<file path="src/rtl/i2cfm_pkg.sv">
// Behaviour
// - first bus port offers Fast Mode Plus
// - pad bit 0 selects data drive
// - pad bit 1 disables data filtering
// - pad bit 2 selects clock drive
// - pad bit 3 disables clock filtering
// - match four 7-bit addresses and general call
// - address match raises interrupt request
// - four address and four mask registers
// - monitor mode observes, never disturbs lines
// - monitor raises interrupt on every address
// - monitor control and data buffer registers
package i2cfm_pkg;
  // ****************************************************
  // register offsets
  // ****************************************************
  localparam logic [7:0] OFS_PAD    = 8'h00;
  localparam logic [7:0] OFS_ADR0   = 8'h04;
  localparam logic [7:0] OFS_MSK0   = 8'h14;
  localparam logic [7:0] OFS_MON    = 8'h24;
  localparam logic [7:0] OFS_DBUF   = 8'h28;
  localparam logic [7:0] OFS_STAT   = 8'h2C;
  localparam logic [7:0] OFS_LAST   = 8'h30;
  // ****************************************************
  // fields and reset values
  // ****************************************************
  localparam int PAD_SDA_DRV  = 0;
  localparam int PAD_SDA_FLT  = 1;
  localparam int PAD_SCL_DRV  = 2;
  localparam int PAD_SCL_FLT  = 3;
  localparam int PAD_WIDTH    = 4;
  localparam int MON_SLV_EN   = 0;
  localparam int MON_MON_EN   = 1;
  localparam int MON_GC_EN    = 2;
  localparam int MON_WIDTH    = 3;
  localparam int ST_ADDR_EV   = 0;
  localparam int ST_OVFL      = 1;
  localparam logic [3:0] PAD_RESET = 4'h0;
  localparam logic [2:0] MON_RESET = 3'h0;
  localparam logic [7:0] ADR_RESET = 8'h00;
  localparam logic [6:0] MSK_RESET = 7'h00;
  localparam int NUM_ADDR     = 4;
  localparam logic [6:0] GEN_CALL = 7'h00;
  localparam logic [1:0] RESP_OKAY   = 2'h0;
  localparam logic [1:0] RESP_SLVERR = 2'h2;
  // ****************************************************
  // link state
  // ****************************************************
  typedef enum logic [3:0] {
    LS_IDLE = 4'b0001,
    LS_BYTE = 4'b0010,
    LS_ACK  = 4'b0100,
    LS_SKIP = 4'b1000
  } i2cfm_link_t;
endpackage : i2cfm_pkg

</file>
<file path="src/rtl/i2cfm_fifo.sv">
`timescale 1ns/1ps
module i2cfm_fifo #(
  parameter int WIDTH = 8,
  parameter int DEPTH = 16
) (
  // clock and reset
  input  wire logic             aclk,
  input  wire logic             aresetn,
  // fill side
  input  wire logic             in_valid,
  output logic                  in_ready,
  input  wire logic [WIDTH-1:0] in_data,
  // drain side
  output logic                  out_valid,
  input  wire logic             out_ready,
  output logic      [WIDTH-1:0] out_data
);
  localparam int AW = $clog2(DEPTH);
  initial begin
    if (DEPTH < 2 || (1 << AW) != DEPTH || WIDTH < 1) begin
      $error("fifo depth must be a power of two");
    end
  end
  logic [WIDTH-1:0] mem_q [DEPTH];
  logic [AW-1:0]    wp_q;
  logic [AW-1:0]    rp_q;
  logic [AW:0]      cnt_q;
  logic             push;
  logic             pop;
  assign in_ready  = (cnt_q != (AW+1)'(DEPTH));
  assign out_valid = (cnt_q != '0);
  assign out_data  = mem_q[rp_q];
  assign push      = in_valid && in_ready;
  assign pop       = out_valid && out_ready;
  always_ff @(posedge aclk) begin
    if (push) begin
      mem_q[wp_q] <= in_data;
    end
  end
  always_ff @(posedge aclk) begin
    if (!aresetn) begin
      wp_q  <= '0;
      rp_q  <= '0;
      cnt_q <= '0;
    end else begin
      if (push) begin
        wp_q <= wp_q + 1'b1;
      end
      if (pop) begin
        rp_q <= rp_q + 1'b1;
      end
      if (push && !pop) begin
        cnt_q <= cnt_q + 1'b1;
      end else if (pop && !push) begin
        cnt_q <= cnt_q - 1'b1;
      end
    end
  end
  fifo_bound_a: assert property (@(posedge aclk) disable iff (!aresetn)
    cnt_q <= (AW+1)'(DEPTH))
    else $error("fifo count beyond depth");
endmodule : i2cfm_fifo

</file>
<file path="src/rtl/i2cfm_top.sv">
// Chosen here: the register offsets and register access over AXI4-Lite.
`timescale 1ns/1ps
module i2cfm_top
  import i2cfm_pkg::*;
#(
  parameter int FIFO_DEPTH = 16
) (
  // clock and reset
  input  wire logic        aclk,
  input  wire logic        aresetn,
  // axi4-lite write
  input  wire logic [7:0]  s_axi_awaddr,
  input  wire logic        s_axi_awvalid,
  output logic             s_axi_awready,
  input  wire logic [31:0] s_axi_wdata,
  input  wire logic [3:0]  s_axi_wstrb,
  input  wire logic        s_axi_wvalid,
  output logic             s_axi_wready,
  output logic [1:0]       s_axi_bresp,
  output logic             s_axi_bvalid,
  input  wire logic        s_axi_bready,
  // axi4-lite read
  input  wire logic [7:0]  s_axi_araddr,
  input  wire logic        s_axi_arvalid,
  output logic             s_axi_arready,
  output logic [31:0]      s_axi_rdata,
  output logic [1:0]       s_axi_rresp,
  output logic             s_axi_rvalid,
  input  wire logic        s_axi_rready,
  // two-wire bus pins
  input  wire logic        scl_i,
  output logic             scl_o,
  output logic             scl_oe,
  input  wire logic        sda_i,
  output logic             sda_o,
  output logic             sda_oe,
  // pad controls
  output logic             data_line_drive_select,
  output logic             data_line_filter_disable,
  output logic             clock_line_drive_select,
  output logic             clock_line_filter_disable,
  // events
  output logic             irq
);
  // ****************************************************
  // registers
  // ****************************************************
  logic [PAD_WIDTH-1:0] pad_q;
  logic [7:0]           adr_q [NUM_ADDR];
  logic [6:0]           msk_q [NUM_ADDR];
  logic [MON_WIDTH-1:0] mon_q;
  logic [1:0]           stat_q;
  logic [7:0]           last_q;
  logic                 aw_hold_q;
  logic                 w_hold_q;
  logic [7:0]           awaddr_q;
  logic [31:0]          wdata_q;
  logic [3:0]           wstrb_q;
  logic                 wr_go;
  logic                 rd_go;
  logic                 addr_event;
  logic                 ovfl_event;
  logic                 fifo_in_valid;
  logic                 fifo_in_ready;
  logic [7:0]           fifo_in_data;
  logic                 fifo_out_valid;
  logic                 fifo_out_ready;
  logic [7:0]           fifo_out_data;

  function automatic logic addr_hit(input logic [6:0] rx,
                                    input logic [7:0] adr,
                                    input logic [6:0] msk);
    addr_hit = adr[0] && (((rx ^ adr[7:1]) & ~msk) == 7'h00);
  endfunction : addr_hit

  // ****************************************************
  // axi4-lite write path
  // ****************************************************
  assign s_axi_awready = !aw_hold_q && !s_axi_bvalid;
  assign s_axi_wready  = !w_hold_q && !s_axi_bvalid;
  assign wr_go         = aw_hold_q && w_hold_q && !s_axi_bvalid;

  always_ff @(posedge aclk) begin
    if (!aresetn) begin
      aw_hold_q <= 1'b0;
      w_hold_q  <= 1'b0;
      awaddr_q  <= 8'h00;
      wdata_q   <= 32'h0000_0000;
      wstrb_q   <= 4'h0;
    end else begin
      if (s_axi_awvalid && s_axi_awready) begin
        aw_hold_q <= 1'b1;
        awaddr_q  <= s_axi_awaddr;
      end else if (wr_go) begin
        aw_hold_q <= 1'b0;
      end
      if (s_axi_wvalid && s_axi_wready) begin
        w_hold_q <= 1'b1;
        wdata_q  <= s_axi_wdata;
        wstrb_q  <= s_axi_wstrb;
      end else if (wr_go) begin
        w_hold_q <= 1'b0;
      end
    end
  end

  always_ff @(posedge aclk) begin
    if (!aresetn) begin
      s_axi_bvalid <= 1'b0;
      s_axi_bresp  <= RESP_OKAY;
    end else if (wr_go) begin
      s_axi_bvalid <= 1'b1;
      s_axi_bresp  <= (awaddr_q[7:2] <= OFS_LAST[7:2]) ? RESP_OKAY
                                                      : RESP_SLVERR;
    end else if (s_axi_bready) begin
      s_axi_bvalid <= 1'b0;
    end
  end

  // pad bits: only the low byte lane carries them
  always_ff @(posedge aclk) begin
    if (!aresetn) begin
      pad_q <= PAD_RESET;
    end else if (wr_go && awaddr_q == OFS_PAD && wstrb_q[0]) begin
      pad_q <= wdata_q[PAD_WIDTH-1:0];
    end
  end

  always_ff @(posedge aclk) begin
    if (!aresetn) begin
      mon_q <= MON_RESET;
    end else if (wr_go && awaddr_q == OFS_MON && wstrb_q[0]) begin
      mon_q <= wdata_q[MON_WIDTH-1:0];
    end
  end

  always_ff @(posedge aclk) begin
    if (!aresetn) begin
      for (int i = 0; i < NUM_ADDR; i++) begin
        adr_q[i] <= ADR_RESET;
        msk_q[i] <= MSK_RESET;
      end
    end else if (wr_go && wstrb_q[0]) begin
      for (int i = 0; i < NUM_ADDR; i++) begin
        if (awaddr_q == OFS_ADR0 + 8'(4 * i)) begin
          adr_q[i] <= wdata_q[7:0];
        end
        if (awaddr_q == OFS_MSK0 + 8'(4 * i)) begin
          msk_q[i] <= wdata_q[7:1];
        end
      end
    end
  end

  // sticky status, write one to clear, a new event wins
  always_ff @(posedge aclk) begin
    if (!aresetn) begin
      stat_q <= 2'h0;
    end else begin
      if (wr_go && awaddr_q == OFS_STAT && wstrb_q[0]) begin
        stat_q <= stat_q & ~wdata_q[1:0];
      end
      if (addr_event) begin
        stat_q[ST_ADDR_EV] <= 1'b1;
      end
      if (ovfl_event) begin
        stat_q[ST_OVFL] <= 1'b1;
      end
    end
  end
  assign irq = stat_q[ST_ADDR_EV];

  assign data_line_drive_select    = pad_q[PAD_SDA_DRV];
  assign data_line_filter_disable  = pad_q[PAD_SDA_FLT];
  assign clock_line_drive_select   = pad_q[PAD_SCL_DRV];
  assign clock_line_filter_disable = pad_q[PAD_SCL_FLT];

  // ****************************************************
  // axi4-lite read path
  // ****************************************************
  assign s_axi_arready  = !s_axi_rvalid;
  assign rd_go          = s_axi_arvalid && s_axi_arready;
  assign fifo_out_ready = rd_go && s_axi_araddr == OFS_DBUF;

  always_ff @(posedge aclk) begin
    if (!aresetn) begin
      s_axi_rvalid <= 1'b0;
      s_axi_rdata  <= 32'h0000_0000;
      s_axi_rresp  <= RESP_OKAY;
    end else if (rd_go) begin
      s_axi_rvalid <= 1'b1;
      s_axi_rresp  <= RESP_OKAY;
      s_axi_rdata  <= 32'h0000_0000;
      unique case (s_axi_araddr)
        OFS_PAD:  s_axi_rdata[PAD_WIDTH-1:0] <= pad_q;
        OFS_MON:  s_axi_rdata[MON_WIDTH-1:0] <= mon_q;
        OFS_DBUF: s_axi_rdata[8:0] <= {fifo_out_valid, fifo_out_data};
        OFS_STAT: s_axi_rdata[1:0] <= stat_q;
        OFS_LAST: s_axi_rdata[7:0] <= last_q;
        default: begin
          s_axi_rresp <= RESP_SLVERR;
          for (int i = 0; i < NUM_ADDR; i++) begin
            if (s_axi_araddr == OFS_ADR0 + 8'(4 * i)) begin
              s_axi_rdata[7:0] <= adr_q[i];
              s_axi_rresp      <= RESP_OKAY;
            end
            if (s_axi_araddr == OFS_MSK0 + 8'(4 * i)) begin
              s_axi_rdata[7:1] <= msk_q[i];
              s_axi_rresp      <= RESP_OKAY;
            end
          end
        end
      endcase
    end else if (s_axi_rready) begin
      s_axi_rvalid <= 1'b0;
    end
  end

  // ****************************************************
  // pin synchronisers
  // ****************************************************
  logic [2:0] scl_s_q;
  logic [2:0] sda_s_q;
  logic       scl_f_q;
  logic       sda_f_q;
  logic       scl_rise;
  logic       scl_fall;
  logic       start_c;
  logic       stop_c;

  always_ff @(posedge aclk) begin
    if (!aresetn) begin
      scl_s_q <= 3'h7;
      sda_s_q <= 3'h7;
      scl_f_q <= 1'b1;
      sda_f_q <= 1'b1;
    end else begin
      scl_s_q <= {scl_s_q[1:0], scl_i};
      sda_s_q <= {sda_s_q[1:0], sda_i};
      if (scl_s_q[1] == scl_s_q[2]) begin
        scl_f_q <= scl_s_q[2];
      end
      if (sda_s_q[1] == sda_s_q[2]) begin
        sda_f_q <= sda_s_q[2];
      end
    end
  end
  assign scl_rise = !scl_f_q && scl_s_q[1] == scl_s_q[2] && scl_s_q[2];
  assign scl_fall = scl_f_q && scl_s_q[1] == scl_s_q[2] && !scl_s_q[2];
  assign start_c  = scl_f_q && sda_f_q && sda_s_q[1] == sda_s_q[2]
                    && !sda_s_q[2];
  assign stop_c   = scl_f_q && !sda_f_q && sda_s_q[1] == sda_s_q[2]
                    && sda_s_q[2];

  // ****************************************************
  // bus follower
  // ****************************************************
  i2cfm_link_t st_q;
  logic [7:0]  sh_q;
  logic [3:0]  bit_q;
  logic        first_q;
  logic        sel_q;
  logic        ack_q;
  logic        hit;
  logic        monitor;
  logic        byte_done;

  assign monitor   = mon_q[MON_MON_EN];
  assign byte_done = st_q == LS_BYTE && bit_q == 4'h8 && scl_fall;

  // any enabled address, masked bits ignored, or general call
  always_comb begin
    hit = mon_q[MON_GC_EN] && sh_q[7:1] == GEN_CALL;
    for (int i = 0; i < NUM_ADDR; i++) begin
      hit = hit || addr_hit(sh_q[7:1], adr_q[i], msk_q[i]);
    end
  end

  always_ff @(posedge aclk) begin
    if (!aresetn) begin
      st_q    <= LS_IDLE;
      sh_q    <= 8'h00;
      bit_q   <= 4'h0;
      first_q <= 1'b0;
      sel_q   <= 1'b0;
      ack_q   <= 1'b0;
    end else if (start_c) begin
      st_q    <= LS_BYTE;
      bit_q   <= 4'h0;
      first_q <= 1'b1;
      sel_q   <= 1'b0;
      ack_q   <= 1'b0;
    end else if (stop_c) begin
      st_q  <= LS_IDLE;
      sel_q <= 1'b0;
      ack_q <= 1'b0;
    end else begin
      unique case (st_q)
        LS_IDLE: ;
        LS_BYTE: begin
          if (scl_rise && bit_q != 4'h8) begin
            sh_q  <= {sh_q[6:0], sda_f_q};
            bit_q <= bit_q + 4'h1;
          end
          if (byte_done) begin
            st_q <= LS_ACK;
            if (first_q) begin
              sel_q <= hit && !sh_q[0] && mon_q[MON_SLV_EN];
              ack_q <= hit && !sh_q[0] && mon_q[MON_SLV_EN] && !monitor
                       && fifo_in_ready;
            end else begin
              ack_q <= sel_q && !monitor && fifo_in_ready;
            end
          end
        end
        LS_ACK: begin
          if (scl_fall) begin
            ack_q   <= 1'b0;
            first_q <= 1'b0;
            bit_q   <= 4'h0;
            st_q    <= (sel_q || monitor) ? LS_BYTE : LS_SKIP;
          end
        end
        LS_SKIP: ;
      endcase
    end
  end

  // address events: matches in slave mode, every address in monitor mode
  assign addr_event = byte_done && first_q
                      && (monitor || (mon_q[MON_SLV_EN] && hit));

  always_ff @(posedge aclk) begin
    if (!aresetn) begin
      last_q <= 8'h00;
    end else if (addr_event) begin
      last_q <= sh_q;
    end
  end

  // received bytes go to the buffer; monitor cannot stall the bus
  assign fifo_in_valid = byte_done && (monitor || (sel_q && !first_q));
  assign fifo_in_data  = sh_q;
  assign ovfl_event    = fifo_in_valid && !fifo_in_ready;

  i2cfm_fifo #(
    .WIDTH (8),
    .DEPTH (FIFO_DEPTH)
  ) u_fifo (
    .aclk      (aclk),
    .aresetn   (aresetn),
    .in_valid  (fifo_in_valid),
    .in_ready  (fifo_in_ready),
    .in_data   (fifo_in_data),
    .out_valid (fifo_out_valid),
    .out_ready (fifo_out_ready),
    .out_data  (fifo_out_data)
  );

  // open-drain: data pulled low only during an acknowledge
  assign sda_o  = 1'b0;
  assign sda_oe = ack_q && st_q == LS_ACK && !monitor;
  assign scl_o  = 1'b0;
  assign scl_oe = 1'b0;

  // ****************************************************
  // assertions
  // ****************************************************
  pad_drive_a: assert property (@(posedge aclk) disable iff (!aresetn)
    wr_go && awaddr_q == OFS_PAD && wstrb_q[0]
    |=> data_line_drive_select == $past(wdata_q[0])
        && clock_line_drive_select == $past(wdata_q[2]))
    else $error("pad drive bits not taken");

  pad_filter_a: assert property (@(posedge aclk) disable iff (!aresetn)
    wr_go && awaddr_q == OFS_PAD && wstrb_q[0]
    |=> data_line_filter_disable == $past(wdata_q[1])
        && clock_line_filter_disable == $past(wdata_q[3]))
    else $error("pad filter bits not taken");

  monitor_quiet_a: assert property (@(posedge aclk) disable iff (!aresetn)
    monitor |-> !sda_oe && !scl_oe)
    else $error("monitor mode drives the bus");

  monitor_event_a: assert property (@(posedge aclk) disable iff (!aresetn)
    byte_done && first_q && monitor |=> irq)
    else $error("monitor missed an address");

  match_irq_a: assert property (@(posedge aclk) disable iff (!aresetn)
    byte_done && first_q && mon_q[MON_SLV_EN] && hit
    |=> irq && last_q == $past(sh_q))
    else $error("address match gave no request");

  ack_hold_a: assert property (@(posedge aclk) disable iff (!aresetn)
    sda_oe |-> st_q == LS_ACK && sel_q)
    else $error("acknowledge while not selected");

  write_resp_a: assert property (@(posedge aclk) disable iff (!aresetn)
    s_axi_bvalid && !s_axi_bready
    |=> s_axi_bvalid && $stable(s_axi_bresp))
    else $error("write response dropped");

  read_hold_a: assert property (@(posedge aclk) disable iff (!aresetn)
    s_axi_rvalid && !s_axi_rready
    |=> s_axi_rvalid && $stable(s_axi_rdata))
    else $error("read data not held");
endmodule : i2cfm_top

</file>
<file path="config.mk">
export PLATFORM = sky130hd
export DESIGN_NAME = i2cfm_top
export DESIGN_NICKNAME = d
export VERILOG_FILES = /design/src/rtl/i2cfm_pkg.sv /design/src/rtl/i2cfm_fifo.sv /design/src/rtl/i2cfm_top.sv
export SDC_FILE = /design/constraint.sdc
export NUM_CORES = 1
export LEC_CHECK = 0
export BUFFER_PORTS_ARGS = -buffer_cell sky130_fd_sc_hd__clkbuf_2
export CAP_MARGIN = 30
export CORE_MARGIN = 4
export CORE_UTILIZATION = 64
export CTS_BUF_LIST = sky130_fd_sc_hd__clkbuf_16
export CTS_CLUSTER_SIZE = 10
export DETAILED_ROUTE_END_ITERATION = 10
export GPL_ROUTABILITY_DRIVEN = 0
export PLACE_DENSITY = 0.85
export SLEW_MARGIN = 20
export SYNTH_ARGS = -nofsm -noshare
export SYNTH_HDL_FRONTEND = slang
export SYNTH_SLANG_ARGS = --single-unit
</file>
<file path="constraint.sdc">
create_clock -name aclk -period 6 [get_ports aclk]
set_input_delay 0.9 -clock aclk [delete_from_list [all_inputs] [get_ports aclk]]
set_output_delay 0.9 -clock aclk [all_outputs]
set_load 0.005 [all_outputs]
</file>
Yosys cells after proc, flatten, opt, wreduce, memory -nomap -nowiden:

Memory sizes are Yosys's and may differ from the RTL's. A register that Yosys moved wholly into a read port is not among the register bits.
Index checks and enable logic that the tools add are counted.

* bitwise logic cells: 25
* mux-type cells: 99
* reductions and logical operators: 102
* add/sub/neg operators: 5
* magnitude comparators: 1
* equality and inequality tests: 35

Operators with widths (count)
* $mux W8: 11
* $eq A8 B5 Y1 const B: 8
* $eq A8 B6 Y1 const B: 8
* $mux W7: 8
* $logic_and A1 B1 Y1: 51
* $mux W1: 51
* $logic_not A7 Y1: 5
* $eq A8 B4 Y1 const B: 4
* $and A7 B7 Y7: 4
* $mux W4: 7
* $not A7 Y7: 4
* $xor A7 B7 Y7: 4
* $mux W2: 13
* $reduce_bool A2 Y1: 10
* $eq A8 B3 Y1 const B: 2
* $logic_not A8 Y1: 2
* $pmux W4 S2: 2
* $logic_not A1 Y1: 14
* $add A4 B1 Y4 const B: 3
* $ne A4 B4 Y1 const B: 3
* $pmux W4 S3: 1
* $reduce_and A3 Y1: 4
* $mux W5: 2
* $pmux W2 S5: 1
* 24 further kinds: 45

* logic and storage cells: 299
* output and inout bits: 50
* input port bits: 61
* RAM bits: 188
* memories: 3
* flip-flop bits (word level): 91

Memories
* u_fifo.mem_q: words 16, bits a word 8, rd ports 1, clocked after memory_dff 1, wr ports 1, line i2cfm_fifo.sv:24 `logic [WIDTH-1:0] mem_q [DEPTH];`
* adr_q: words 4, bits a word 8, rd ports 4, clocked after memory_dff 0, wr ports 4, line i2cfm_top.sv:49 `logic [7:0] adr_q [NUM_ADDR];`
* msk_q: words 4, bits a word 7, rd ports 4, clocked after memory_dff 0, wr ports 4, line i2cfm_top.sv:50 `logic [6:0] msk_q [NUM_ADDR];`

Logic depth before layout (Yosys ltp):

An unclocked memory read counts as a cell.

* depth after elaboration: 16
* depth in mapped cells: 14
* depth with buffers taken out: 13

Hierarchy:

From an unflattened synthesis, not the netlist that was laid out.

* cells, all modules: 1033
* area total of the unflattened synthesis: 12582.1 um^2

By module, submodules not included
* i2cfm_top: seq. area each 3323.2 um^2, cells each 727, times used 1, area an instance 6831.6 um^2
* i2cfm_fifo: seq. area each 4184.0 um^2, cells each 306, times used 1, area an instance 5750.5 um^2

Worst setup path after synthesis:

OpenSTA, ideal clock, no wires.

* path kind: input-to-reg
* start point: input port s_axi_araddr[1]
* end point: register u_fifo.cnt_q[4]
* setup time: 76 ps
* stages: 14
* required time: 5924 ps
* setup slack: 2269 ps
* buffers on the path: 2
* arrival time: 3655 ps
* cell sequence: or4_4 > buf_6 > nor3_4 > and3_1 > buf_2 > inv_1 > ha_1 > inv_1 > ha_1 > a21o_1 > a21oi_1 > xnor2_1 > or3_1 > a21boi_0

* cells in the longest elaborated chain, start to end: 6
* elaborated cells on any way between the ends: 8
* classes of those cells: eq/ne: 1; mux: 1; reduce/logical: 6

RTL lines
* start: declaration: line i2cfm_top.sv:23 `input wire logic [7:0] s_axi_araddr,`
* $eq A8 B6 Y1 *: line i2cfm_top.sv:183 `assign fifo_out_ready = rd_go && s_axi_araddr == OFS_DBUF;`
* $logic_and A1 B1 Y1 *: line i2cfm_top.sv:183
* $logic_and A1 B1 Y1 *: line i2cfm_fifo.sv:34 `assign pop = out_valid && out_ready;`
* $logic_not A1 Y1: line i2cfm_fifo.sv:52 `if (push && !pop) begin`
* $logic_and A1 B1 Y1: line i2cfm_fifo.sv:52
* $mux W5 / $reduce_bool A2 Y1 (equally long branches)
* end signal: assignment: line i2cfm_fifo.sv:53 `cnt_q <= cnt_q + 1'b1;`
* end signal: assignment: line i2cfm_fifo.sv:55 `cnt_q <= cnt_q - 1'b1;`
* end: declaration: line i2cfm_fifo.sv:27 `logic [AW:0] cnt_q;`

Every way passes the cells marked *; elsewhere a longest branch is shown, timed or not.
A chain may end at the register's enable or synchronous reset.

Final worst setup path:

Same ends and word-level chain as after synthesis.

==> results.json <==
{
  "hold_violations": 0,
  "hp-start": "scl_s_q[0]$_SDFF_PN1_",
  "drt_wl_total_um": 30800,
  "post_drt_wl_per_cell_um": 22.4,
  "synthArstFlopShare": 0,
  "total_power_mw": 4.10,
  "ys_seq_elements": 281,
  "cts_buffers": 34,
  "track_usage": 0.278,
  "slew_headroom": 0.376,
  "synth_area_um2": 12700,
  "grt_pass1_vias": 8338,
  "finalSetupViolations": 0,
  "fp-row-count": 51,
  "crit_path_end_kind": "flop",
  "crit_fanout": 9,
  "seqPwrFrac": 0.515,
  "clockBufferDepth": 3,
  "synthTopCellsByArea": "edfxtp_1 44%, dfxtp_1 15%, mux4_2 7.1%",
  "grt_max_degree": 92,
  "finalCoreUtilization": 0.726,
  "cp.required_ps": 6420,
  "grt_pass1_wl_um": 47500,
  "setup.worst_path.start_class": "primary input",
  "die_w_um": 149,
  "die_y_um": 149,
  "core_area_um2": 19500,
  "drt_iter0_markers": 1276,
  "crit_start": "s_axi_araddr[1]",
  "postCtsSetupBuffers": 0,
  "antenna_found_initial": 0,
  "area_delta_synth_final_pct": 11.3,
  "timing.final.crit_period_ps": 3790,
  "path_clk_slew_ps": 50,
  "grt_overflow": 0,
  "status": "finished, final reports clean",
  "clockRootBuffer": "clkbuf_16",
  "max_freq_ghz": 0.264,
  "r2r_start": "scl_f_q$_SDFFE_PN1N_",
  "vias": 8745,
  "htreeDepth": 2,
  "clk_latency_ps": 520,
  "dr.pass1.iters": 7,
  "r2r_setup_slack_ps": 2540,
  "p_clk_frac": 0.447,
  "p_comb_frac": 0.037,
  "drc": 0,
  "final_cell_mix": "188 x edfxtp_1, 107 x nand2_1, 90 x dfxtp_1",
  "post-route-period-util": 0.632,
  "power-per-cell-area_nw_per_um2": 290,
  "final-max-slew-violation-count": 0,
  "ys_types": 64,
  "portBuffers": 55,
  "clock-skew-final_ps": 27.7,
  "ctsResizeCount": 0,
  "ir_drop_uv": 168,
  "dieArea_um2": 22200,
  "arrival_ps": 4210,
  "synth-edff-count": 188,
  "fin_hold_ws_ps": 410,
  "rsz0062_at_grt": "false",
  "max_cap_violations": 0,
  "yosysTopAreaCell": "edfxtp_1",
  "path_class": "in -> reg",
  "switching_share": 0.219,
  "power.leakage_nw": 5.00,
  "drive_gt1_frac": 0.154,
  "viasPerCell": 6.35,
  "ys.flop_type": "edfxtp_1",
  "final_antenna_net_count": 0,
  "layout.nets": 1162,
  "p_int_mw": 3.20,
  "cts_tree": "built",
  "worst_pin_slew_ps": 927,
  "hpwl_um": 19600,
  "mostFrequentLayoutCell": "edfxtp_1",
  "cts_sinks": 281,
  "ctsHoldBuffers": 0,
  "yosysTopAreaCellShare": 0.444,
  "start_util": 0.653,
  "tns_ps": 0,
  "ys_seq_area_frac": 0.591,
  "ios": 111,
  "avgSynthCellArea_um2": 12.3,
  "netlist_instances": 1036,
  "min_path_type": "reg -> reg",
  "switching_power_mw": 0.897,
  "diodes": 0,
  "ys_warn_count": 0
}
metrics by stage:
stage          worst slack, ps  cells  instance area [um2]
3_5_place_dp              1750   1311                13100
4_1_cts                   2230   1370                14100
3_3_place_gp              1840   1305                13000
5_1_grt                   1930   1377                14100
2_1_floorplan             2270   1063                12800
6_report                  2210   1377                14100
cell type report:
cell class	count	area, um2
clock buffers	34	851
flip-flops and latches	281	7510
fillers	1213	5330
well taps	265	332
clock inverters	25	144
inverters	11	41.3
multi-input cells	685	4810
repair buffers	76	445
metal layers:
metal	GRT usage	vias to the layer above	wire length, um	part of all wire
li1	-	3855	-	-
met1	0.389	4192	11700	0.38
met2	0.444	593	14600	0.47
met3	0.0532	105	3380	0.11
met4	0.0957	0	1070	0.035
met5	0	-	0	0
final timing paths:
kind / to / depth (start not counted)
worst max-delay path: u_fifo.cnt_q[4]$_SDFFE_PN0P_ / 13
worst max register to register: u_fifo.cnt_q[4]$_SDFFE_PN0P_ / 11
worst min-delay path: scl_s_q[1]$_SDFF_PN1_ / 1
worst min register to register: scl_s_q[1]$_SDFF_PN1_ / 1
power by group through the flow:
stage          Combinational [mW]  Sequential [mW]  Clock, mW
6_report                    0.153             2.11       1.83
5_1_grt                     0.169             2.11       1.93
4_1_cts                     0.148             2.11       1.84
3_5_place_dp                0.145             2.15          0
3_3_place_gp                0.140             2.15          0
2_1_floorplan               0.115             2.14          0
cell families (layout without fill, tap and decap cells):
kind of cell	after synthesis	count (layout)	share of synthesized area
and+or+nand+nor	340	340	0.139
DFF	281	281	0.591
AOI/OAI and AO/OA	200	200	0.100
buffers and inverters	97	146	0.0382
muxes	67	67	0.0926
xor gates and xnor gates	38	38	0.0262
adders and majority gates	12	12	0.0124
other	1	28	0.000295
state kept, by name, indices dropped and copies added (netlist names), 2 cells and up, named ones only:
signal	count
u_fifo.wp_q	4
mon_q	3
sda_s_q	3
pad_q	4
scl_s_q	3
adr_q	32
st_q	4
u_fifo.rp_q	4
stat_q	2
s_axi_rdata	9
msk_q	28
fifo_in_data	8
last_q	8
awaddr_q	8
u_fifo.mem_q	128
bit_q	4
wdata_q	8
u_fifo.cnt_q	5
synthesized netlist by cell type, types with 4 or more instances:
master / n
edfxtp_1: 188
nand2_1: 107
dfxtp_1: 93
and2_1: 74
o21ai_0: 59
nor2_1: 54
a21oi_1: 48
clkbuf_1: 44
mux4_2: 40
xnor2_1: 36
buf_4: 28
a21boi_0: 27
nor2b_1: 24
mux2i_1: 23
nand2b_1: 15
o22ai_1: 13
ha_1: 11
inv_1: 11
nor3_1: 10
nor4_1: 9
nand3_1: 8
buf_2: 7
o2bb2ai_1: 7
buf_1: 6
nand3b_1: 6
a2111oi_0: 5
and3_1: 5
a221o_1: 4
mux2_2: 4
nand4_1: 4
nor3b_1: 4
nor4b_1: 4
critical path: stages:
cell and delay (ps):
clkbuf_2 120, or4_4 620, nor3_4 490, and3_1 380
inv_1 80, ha_1 240, inv_1 140, ha_1 300
a21o_1 200, a21oi_1 180, xnor2_1 90, or3_1 300
a21boi_0 170
No activity file was read; power rests on OpenSTA's default activity.
